<file path="src/logic/uie_defines.svh">
`ifndef UIE_DEFINES_SVH
`define UIE_DEFINES_SVH
`define UIE_ADDR_W        32
`define UIE_OFS_DLL       32'h5000_1100
`define UIE_OFS_IER_DLH   32'h5000_1104
`define UIE_OFS_IDENT_FIFO 32'h5000_1108
`define UIE_OFS_LINE_CTRL 32'h5000_110C
`define UIE_OFS_ISTAT     32'h5000_1180
`define UIE_OFS_IMASK     32'h5000_1184
`define UIE_BIT_PROG_TX   7
`define UIE_BIT_MSI       3
`define UIE_BIT_LSI       2
`define UIE_BIT_TX_EMPTY  1
`define UIE_BIT_RDA       0
`define UIE_BIT_DIV_ACC   7
`define UIE_BIT_FIFOEN    0
`define UIE_IER_MASK      8'h8F
`define UIE_IID_NONE      4'h1
`define UIE_IID_TX_EMPTY  4'h2
`define UIE_IID_MODEM     4'h0
`define UIE_IID_RDA       4'h4
`define UIE_IID_RLS       4'h6
`define UIE_IID_BUSY      4'h7
`define UIE_IID_CTO       4'hC
`define UIE_FIFOSE_ON     2'h3
`define UIE_OVS           16'h0010
`define UIE_ZERO8         8'h00
`define UIE_ZERO16        16'h0000
`define UIE_NEV           6
`endif

</file>
<file path="src/logic/uie_unused_placeholder_none.sv">
`timescale 1ns/1ps

</file>
<file path="src/logic/uie_pkg.sv">
package uie_pkg;
  `include "uie_defines.svh"
  typedef logic [`UIE_ADDR_W-1:0] uie_addr_type;
  typedef logic [15:0]            uie_word_type;
endpackage : uie_pkg

</file>
<file path="src/logic/uie_baud_gen.sv">
`timescale 1ns/1ps
`include "uie_defines.svh"
module uie_baud_gen
  import uie_pkg::*;
(
  input  wire logic        CLK,
  input  wire logic        NRST,
  input  wire logic        CE,
  input  wire logic [15:0] DIVISOR,
  output logic             BAUD_TICK,
  output logic             OVS_TICK
);
  typedef struct packed {
    logic [15:0] div_cnt;
    logic [15:0] ovs_cnt;
    logic        ovs;
    logic        baud;
  } uie_bg_type;

  uie_bg_type st_r;
  uie_bg_type st_nxt;

  // divisor 0 halts the clock, as a disabled generator
  always_comb begin
    st_nxt = st_r;
    st_nxt.ovs = 1'b0;
    st_nxt.baud = 1'b0;
    if (DIVISOR != `UIE_ZERO16) begin
      if (st_r.div_cnt >= DIVISOR - 16'h0001) begin
        st_nxt.div_cnt = `UIE_ZERO16;
        st_nxt.ovs = 1'b1;
        if (st_r.ovs_cnt >= `UIE_OVS - 16'h0001) begin
          st_nxt.ovs_cnt = `UIE_ZERO16;
          st_nxt.baud = 1'b1;
        end else begin
          st_nxt.ovs_cnt = st_r.ovs_cnt + 16'h0001;
        end
      end else begin
        st_nxt.div_cnt = st_r.div_cnt + 16'h0001;
      end
    end else begin
      st_nxt.div_cnt = `UIE_ZERO16;
      st_nxt.ovs_cnt = `UIE_ZERO16;
    end
  end

  always_ff @(posedge CLK or negedge NRST) begin
    if (!NRST) begin
      st_r <= '0;
    end else if (CE) begin
      st_r <= st_nxt;
    end
  end

  assign BAUD_TICK = st_r.baud;
  assign OVS_TICK  = st_r.ovs;
endmodule : uie_baud_gen

</file>
<file path="src/logic/uie_irq_enable.sv">
// Chosen here: the strobed register port.
`timescale 1ns/1ps
`include "uie_defines.svh"
module uie_irq_enable
  import uie_pkg::*;
(
  input  wire logic                 CLK,
  input  wire logic                 NRST,
  input  wire logic                 CE,
  input  wire uie_pkg::uie_addr_type ADDR,
  input  wire logic [15:0]          WDATA,
  input  wire logic                 WR,
  input  wire logic                 RD,
  output logic [15:0]               RDATA,
  input  wire logic                 RLS_PEND,
  input  wire logic                 RDA_PEND,
  input  wire logic                 CTO_PEND,
  input  wire logic                 TX_HOLD_EMPTY_PEND,
  input  wire logic                 MODEM_PEND,
  input  wire logic                 BUSY_PEND,
  input  wire logic                 FIFO_EN,
  output logic                      DIVISOR_LATCH_ACCESS,
  output logic [15:0]               DIVISOR,
  output logic                      PROG_TX_EMPTY_IRQ_MODE_EN,
  output logic [3:0]                IRQ_IDENTITY,
  output logic                      PORT_IRQ,
  output logic                      BAUD_TICK,
  output logic                      OVS_TICK,
  output logic                      IRQ
);
  import uie_pkg::*;

  typedef struct packed {
    logic [7:0]  ier;
    logic [7:0]  dlh;
    logic [7:0]  dll;
    logic [7:0]  line_ctrl;
    logic [5:0]  istat;
    logic [5:0]  imask;
    logic [15:0] rdata;
    logic [5:0]  pend_d;
  } uie_regs_type;

  uie_regs_type st_r;
  uie_regs_type st_nxt;

  logic [3:0] iid;
  logic       any_pend;
  logic [5:0] pend_vec;
  logic [5:0] pend_rise;

  function automatic logic hit(input uie_addr_type a, input uie_addr_type ofs);
    hit = (a == ofs);
  endfunction : hit

  ////////////////////////////////////////////////////////////////////////////////
  // source ranking
  wire logic div_acc   = st_r.line_ctrl[`UIE_BIT_DIV_ACC];
  wire logic en_rls    = st_r.ier[`UIE_BIT_LSI];
  wire logic en_rda    = st_r.ier[`UIE_BIT_RDA];
  wire logic en_txe    = st_r.ier[`UIE_BIT_TX_EMPTY];
  wire logic en_modem  = st_r.ier[`UIE_BIT_MSI];
  wire logic cto_live  = CTO_PEND & FIFO_EN;

  // busy detect is not maskable here; it ranks just below line status
  always_comb begin
    iid = `UIE_IID_NONE;
    if (en_rls && RLS_PEND) begin
      iid = `UIE_IID_RLS;
    end else if (BUSY_PEND) begin
      iid = `UIE_IID_BUSY;
    end else if (en_rda && RDA_PEND) begin
      iid = `UIE_IID_RDA;
    end else if (en_rda && cto_live) begin
      iid = `UIE_IID_CTO;
    end else if (en_txe && TX_HOLD_EMPTY_PEND) begin
      iid = `UIE_IID_TX_EMPTY;
    end else if (en_modem && MODEM_PEND) begin
      iid = `UIE_IID_MODEM;
    end
  end

  assign any_pend  = (iid != `UIE_IID_NONE);
  assign pend_vec  = {BUSY_PEND, en_modem & MODEM_PEND, en_txe & TX_HOLD_EMPTY_PEND,
                      en_rda & cto_live, en_rda & RDA_PEND, en_rls & RLS_PEND};
  assign pend_rise = pend_vec & ~st_r.pend_d;

  ////////////////////////////////////////////////////////////////////////////////
  // register file
  always_comb begin
    st_nxt = st_r;
    st_nxt.pend_d = pend_vec;
    st_nxt.rdata = `UIE_ZERO16;
    if (WR) begin
      if (hit(ADDR, `UIE_OFS_IER_DLH)) begin
        if (div_acc) begin
          st_nxt.dlh = WDATA[7:0];
        end else begin
          st_nxt.ier = WDATA[7:0] & `UIE_IER_MASK;
        end
      end else if (hit(ADDR, `UIE_OFS_DLL) && div_acc) begin
        st_nxt.dll = WDATA[7:0];
      end else if (hit(ADDR, `UIE_OFS_LINE_CTRL)) begin
        st_nxt.line_ctrl = WDATA[7:0];
      end else if (hit(ADDR, `UIE_OFS_IMASK)) begin
        st_nxt.imask = WDATA[`UIE_NEV-1:0];
      end
    end
    // write-one-to-clear, a new event in the same cycle wins
    if (WR && hit(ADDR, `UIE_OFS_ISTAT)) begin
      st_nxt.istat = st_r.istat & ~WDATA[`UIE_NEV-1:0];
    end
    st_nxt.istat = st_nxt.istat | pend_rise;
    if (RD) begin
      if (hit(ADDR, `UIE_OFS_IER_DLH)) begin
        st_nxt.rdata = {`UIE_ZERO8, div_acc ? st_r.dlh : st_r.ier};
      end else if (hit(ADDR, `UIE_OFS_DLL)) begin
        st_nxt.rdata = {`UIE_ZERO8, div_acc ? st_r.dll : `UIE_ZERO8};
      end else if (hit(ADDR, `UIE_OFS_IDENT_FIFO)) begin
        st_nxt.rdata = {`UIE_ZERO8, FIFO_EN ? `UIE_FIFOSE_ON : 2'b00, 2'b00, iid};
      end else if (hit(ADDR, `UIE_OFS_LINE_CTRL)) begin
        st_nxt.rdata = {`UIE_ZERO8, st_r.line_ctrl};
      end else if (hit(ADDR, `UIE_OFS_ISTAT)) begin
        st_nxt.rdata = {10'h000, st_r.istat};
      end else if (hit(ADDR, `UIE_OFS_IMASK)) begin
        st_nxt.rdata = {10'h000, st_r.imask};
      end
    end
  end

  always_ff @(posedge CLK or negedge NRST) begin
    if (!NRST) begin
      st_r <= '0;
    end else if (CE) begin
      st_r <= st_nxt;
    end
  end

  ////////////////////////////////////////////////////////////////////////////////
  // outputs
  assign RDATA                     = st_r.rdata;
  assign DIVISOR_LATCH_ACCESS      = div_acc;
  assign DIVISOR                   = {st_r.dlh, st_r.dll};
  assign PROG_TX_EMPTY_IRQ_MODE_EN = st_r.ier[`UIE_BIT_PROG_TX];
  assign IRQ_IDENTITY              = iid;
  assign PORT_IRQ                  = any_pend;
  assign IRQ                       = |(st_r.istat & st_r.imask);

  uie_baud_gen u_baud (
    .CLK       (CLK),
    .NRST      (NRST),
    .CE        (CE),
    .DIVISOR   (DIVISOR),
    .BAUD_TICK (BAUD_TICK),
    .OVS_TICK  (OVS_TICK)
  );
endmodule : uie_irq_enable

</file>
<file path="config.mk">
export PLATFORM = sky130hd
export DESIGN_NAME = uie_irq_enable
export DESIGN_NICKNAME = d
export VERILOG_FILES = /design/src/logic/uie_unused_placeholder_none.sv /design/src/logic/uie_pkg.sv /design/src/logic/uie_baud_gen.sv /design/src/logic/uie_irq_enable.sv
export VERILOG_INCLUDE_DIRS = /design/src /design/src/logic
export SDC_FILE = /design/constraint.sdc
export NUM_CORES = 1
export LEC_CHECK = 0
export ABC_CLOCK_PERIOD_IN_PS = 4550
export BUFFER_PORTS_ARGS = -buffer_cell sky130_fd_sc_hd__buf_2
export CAP_MARGIN = 20
export CORE_MARGIN = 8
export CORE_UTILIZATION = 40
export DETAILED_ROUTE_END_ITERATION = 8
export GPL_ROUTABILITY_DRIVEN = 0
export HOLD_SLACK_MARGIN = 0.06
export PLACE_DENSITY = 0.58
export SLEW_MARGIN = 20
export SYNTH_ARGS = -nofsm -noshare
export SYNTH_HDL_FRONTEND = slang
export SYNTH_SLANG_ARGS = --single-unit
export TNS_END_PERCENT = 20
</file>
<file path="constraint.sdc">
create_clock -name CLK -period 4.55 [get_ports CLK]
set_clock_uncertainty 0.15 [all_clocks]
set_input_delay 0.2275 -clock CLK [delete_from_list [all_inputs] [get_ports CLK]]
set_output_delay 0.2275 -clock CLK [all_outputs]
set_load 0.01 [all_outputs]
</file>
# [Word level (Yosys, flattened, before mapping)]
# Index checks and enable logic that the tools add are counted.
# W data, S select, Z words.
[op_classes] addsub=3 n_mul=0 n_div=0 n_lt_le_gt_ge=2 n_eq_ne=8 shifts=0 mux=23 bitwise=16 n_reduce_logical=15
[op_table] op="$eq A32 B31 Y1 const B" n=6
[op_table] op="$mux W8" n=7
[op_table] op="$add A16 B1 Y16 const B" n=2
[op_table] op="$mux W16" n=2
[op_table] op="$mux W32" n=1
[op_table] op="$and A6 B6 Y6" n=3
[op_table] op="$mux W18" n=1
[op_table] op="$mux W6" n=3
[op_table] op="$ge A16 B16 Y1" n=1
[op_table] op="$ge A16 B4 Y1 const B" n=1
[op_table] op="$mux W4" n=4
[op_table] op="$reduce_bool A16 Y1" n=1
[op_table] op="$sub A16 B1 Y16 const B" n=1
[op_table] op="$not A6 Y6" n=2
[op_table] op="$reduce_and A4 Y1" n=3
[op_table] op="$logic_and A1 B1 Y1" n=7
[op_table] op="$and A1 B1 Y1" n=6
[op_table] op="$mux W2" n=3
[op_table] op="$or A6 B6 Y6" n=1
[op_table] op="$reduce_and A6 Y1" n=1
[op_table] op="$reduce_or A6 Y1" n=1
[op_table] op="$reduce_and A5 Y1" n=1
[op_table] op="$ne A4 B1 Y1 const B" n=1
[op_table] op="$not A1 Y1" n=4
[op_table] op="3 further kinds" n=4
[word_totals] reg_bits=97 latch_bits=0 ramBits=0 mem_bits_ro=0 input_bits=60 out_inout_bits=42 elab_cells=79 mem_count=0

# [Depth between registers and ports, before layout]
[depth] word_depth=11 mapped_depth=14 mapped_depth_nobuf=13

# [Modules after synthesis]
# From an unflattened synthesis, not the netlist that was laid out.
[hier_totals] cells_unflattened=523 hier_area_um2=5424.0
[modules_own_cells] module="uie_irq_enable" n_inst=1 cells_per_inst=293 area_each_um2=3206.8 seq_area_each_um2=1376.3
[modules_own_cells] module="uie_baud_gen" n_inst=1 cells_per_inst=230 area_each_um2=2217.1 seq_area_each_um2=850.8

# [Worst setup path after synthesis]
# Ideal clock, no wire load.
[synth_path] path_type="flip-flop to flip-flop" from="register st_r (netlist bit DIVISOR[3])" to="register u_baud.st_r[20] (netlist bit)" setup_ns=0.121 arrival_ns=3.096 t_required_ns=4.279 slack_ns=1.183 stages_incl_launch_ff=15 path_buffers=1 synth_period_minus_slack_ns=3.367 cell_sequence="dfrtp_1 or3_1 nor3_1 nand2b_1 nor4_2 nand2_1 xor2_1 ha_1 nand4_1 a211oi_1 o41ai_1 a21oi_1 o31a_1 buf_2 nor2_1"
[synth_between] elab_chain_len=4 elab_cells_between_ends=5 classes_between="add/sub (1); order compare (1); mux (2); reduce/logical (1)"
[synth_lines] item="start: declaration" line="uie_irq_enable.sv:44" rtl="uie_regs_type st_r;"
[synth_lines] item="start signal: assignment" line="uie_irq_enable.sv:135" rtl="st_r <= st_nxt;"
[synth_lines] item="$sub A16 B1 Y16" line="uie_baud_gen.sv:29" rtl="if (st_r.div_cnt >= DIVISOR - 16'h0001) begin"
[synth_lines] item="$ge A16 B16 Y1" line="uie_baud_gen.sv:29"
[synth_lines] item="$mux W16" line="uie_baud_gen.sv:29"
[synth_lines] item="$mux W32 (*)" line="uie_baud_gen.sv:28" rtl="if (DIVISOR != `UIE_ZERO16) begin"
[synth_lines] item="end signal: assignment" line="uie_baud_gen.sv:51" rtl="st_r <= st_nxt;"
[synth_lines] item="end: declaration" line="uie_baud_gen.sv:20" rtl="uie_bg_type st_r;"
# Mark *: on every way between the ends. The rest lies on a longest branch, timed or not.
# A chain may end at the register's enable or synchronous reset.

# [Worst setup path after layout]
[layout_path] from="register st_r (netlist bit DIVISOR[3])" to="register u_baud.st_r[29] (netlist bit)"
# The elaborated chain is that of the path after synthesis.

==> metrics.md <==
| Metric | Value |
|---|---|
| Status | completed |
| Final Hold Fails | 0 |
| Critical Path End | u_baud.st_r[29]$_DFFE_PN0P_ |
| Starting Density | 0.407 |
| Slew Viols, Final | 0 |
| TNS Setup | 0 ps |
| H-tree Lvls | 3 |
| Total chip power | 0.00159 W |
| Yosys top cell area share | 0.437 |
| Synth warn | 0 |
| Syn Inst Count | 495 |
| Post-CTS Setup Bufs | 0 |
| CTS Buf Count | 9 |
| Most common cell after layout, fill and taps aside | dfrtp_1 |
| Worst-case hold slack | 74.9 ps |
| Post-CTS Hold Fix Bufs | 4 |
| Post-DP HPWL | 10,100 um |
| Total number of vias | 3,879 |
| Unrepaired setup endpoints after global routing | false |
| Clock latency at the later pin of the worst-skew pair | 330 ps |
| CTS tree | built |
| CTS clk-pin slew, worst paths | 70 ps |
| DR iter-0 viols | 271 |
| FF-to-FF End | u_baud.st_r[29]$_DFFE_PN0P_ |
| GRT Total Usage | 0.164 |
| Fill count | 1,237 |
| Netlist cell types | 65 |
| Crit path largest cell delay | 440 ps |
| Placement Rows | 41 |
| # setup viols final | 0 |
| Max clock buf depth | 2 |
| R2R cell count | 14 |
| Vias per cell | 5.29 |
| Chip height | 129 um |
| Power Density | 276 nW/um^2 |
| Async S/R FF share, synth | 1.00 |
| Worst Tran Pin Value | 964 ps |
| Commonest cells after routing, fill and taps aside | dfrtp_1, buf_2, nor2_1 |
| FF-to-FF Start | DIVISOR[3]$_DFFE_PN0P_ |
| Ports | 102 |
| DR WL/cell | 18.2 um |
| Critical path origin | DIVISOR[3]$_DFFE_PN0P_ |
| Worst EP required | 4610 ps |
| TritonRoute pass-1 iters | 4 |
| Largest cells by area after synthesis | dfrtp_1, mux2_2, buf_4 |
| Max-cap viol count | 0 |
| Netlist Area Pre-Place | 5090 sq um |
| Die Width | 129 um |
| Hold WC Path Type | input pin to flop |
| CORE AREA | 12,500 sq um |
| Max VDD drop | 0.174 mV |
| Post-route clock period utilization | 0.852 |
| # diodes | 0 |
| Hold Crit Start | WDATA[5] |
| Synth area leader | dfrtp_1 |
| Seq/Total Area, Yosys | 0.437 |
| Die footprint | 16,600 sq um |
| Grt total ovfl | 0 |
| Area Growth Syn to Fin | 13.7% |
| Min cycle time layout | 3880 ps |
| CTS resizes | 0 |
| Fmax achieved | 0.258 GHz |
| Syn avg cell area | 10.3 sq um |
| Num Clock Sinks | 89 |
| Static leakage | 2.85 nW |
| Flop2flop setup slack | 670 ps |
| Layout cells sized above 1 | 0.267 |
| CP Capture Type | flop |
| Slowest-stage cell, CP | dfrtp_1 |
| Critical setup path kind | flop to flop |
| Routed WL | 13,300 um |
| Post-route setup slack | 674 ps |
| I/O Buffers | 85 |
| Slew headroom | 0.357 |
| Critical path fanouts, max | 18 |
| Synth Flop Type | dfrtp_1 |
| Initial antenna violation count | 0 |
| Largest net degree at the start of global routing | 66 |
| Pre-CTS WS | 647 ps |
| NumNets Final | 636 |
| Post-synth EDFFs | 0 |
| Residual DRC | 0 |
| Clock root buffer | clkbuf_16 |
| Vias in the first global route | 4,089 |
| Startpoint types | flop |
| Post-route ant nets | 0 |
| Seq cells post-synth | 89 |
| First-pass GRT wire length | 21,400 um |
| Crit path cell chain | or3_1 > nor3_1 > nand2b_1 > nor4_2 > nand2_1 > xor2_1 > ha_1 > nand4_1 > a211oi_1 > o41ai_1 > a21oi_1 > o31a_1 > buf_4 > nor2_1 |
| Arrival time at the worst endpoint | 3940 ps |
## cell usage after synthesis (all sizes together) (9+ instances only)
| master | number |
|---|---|
| a21oi | 15 |
| buf | 39 |
| clkbuf | 9 |
| dfrtp | 89 |
| ha | 19 |
| inv | 15 |
| mux2 | 37 |
| nand2 | 35 |
| nand3 | 17 |
| nand4 | 10 |
| nor2 | 42 |
| nor2b | 16 |
| nor3 | 13 |
| nor4 | 9 |
| o21ai | 15 |
| xnor2 | 13 |
| xor2 | 15 |
## registers in the layout, summed over array words and instances, names as in the netlist
signal,cells
u_baud.st_r,32
st_r,25
DIVISOR,16
RDATA,8
DIVISOR_LATCH_ACCESS,1
PROG_TX_EMPTY_IRQ_MODE_EN,1
en_modem,1
en_rda,1
en_rls,1
en_txe,1
u_baud.BAUD_TICK,1
u_baud.OVS_TICK,1
## metal layers
| metal | share of wire | GRT usage |
|---|---|---|
| met4 | 0.0089 | 0.0387 |
| met2 | 0.52 | 0.296 |
| met1 | 0.43 | 0.193 |
| met3 | 0.038 | 0.0360 |
| met5 | 0 | 0 |
## worst min-delay path by stage
stage                                       end  slack (ps)  cells after the start
finish                     st_r[27]$_DFFE_PN0P_          70                      2
global route               st_r[27]$_DFFE_PN0P_          80                      2
CTS                        st_r[27]$_DFFE_PN0P_          60                      2
detailed placement  u_baud.st_r[15]$_DFFE_PN0P_         230                      1
global placement     u_baud.st_r[9]$_DFFE_PN0P_         220                      1
floorplan                DIVISOR[0]$_DFFE_PN0P_        -220                      0
## per-stage QoR
step                       util  cell area [sq um]  std cells
after global routing      0.462               5790        733
final                     0.462               5790        733
after floorplan               -               5120        502
after global placement    0.437               5470        714
after CTS                 0.462               5790        733
after detailed placement  0.437               5470        714
## power breakdown
part	internal (W)	switching [W]
registers	0.000792	0.000000210
logic	0.0000309	0.0000658
clock network	0.000399	0.000306
## logic make-up (layout without fill, tap and decap cells)
| group | Yosys count | after routing | synth area share |
|---|---|---|---|
| flip-flops | 89 | 89 | 0.437 |
| XOR/XNOR | 28 | 28 | 0.0482 |
| buffers and inverters | 64 | 123 | 0.0740 |
| adder cells (fa/ha/maj) | 19 | 19 | 0.0467 |
| other | 1 | 8 | 0.000736 |
| multiplexers | 45 | 45 | 0.0975 |
| AO/OA/AOI/OAI | 79 | 79 | 0.111 |
| AND/OR/NAND/NOR | 170 | 170 | 0.185 |
## area by class of cell
class | instances | area (sq um) | area share
multi-input combinational | 349 | 2510 | 0.435
sequential | 89 | 2230 | 0.385
timing repair buffer | 92 | 490 | 0.0847
clock buffer | 12 | 256 | 0.0443
tap | 172 | 215 | 0.0372
inverter | 16 | 60.1 | 0.0104
clock inverter | 3 | 23.8 | 0.00411
## worst max-delay path, delay by kind of cell, from the launching register on
| kind | cells | cell delay [ps] |
|---|---|---|
| xor+xnor | 1 | 160 |
| fa+ha+maj | 1 | 300 |
| compound gates | 4 | 980 |
| flops | 1 | 440 |
| buf+inv | 1 | 240 |
| simple gates | 7 | 1470 |
(Power assumes the default switching activity.)
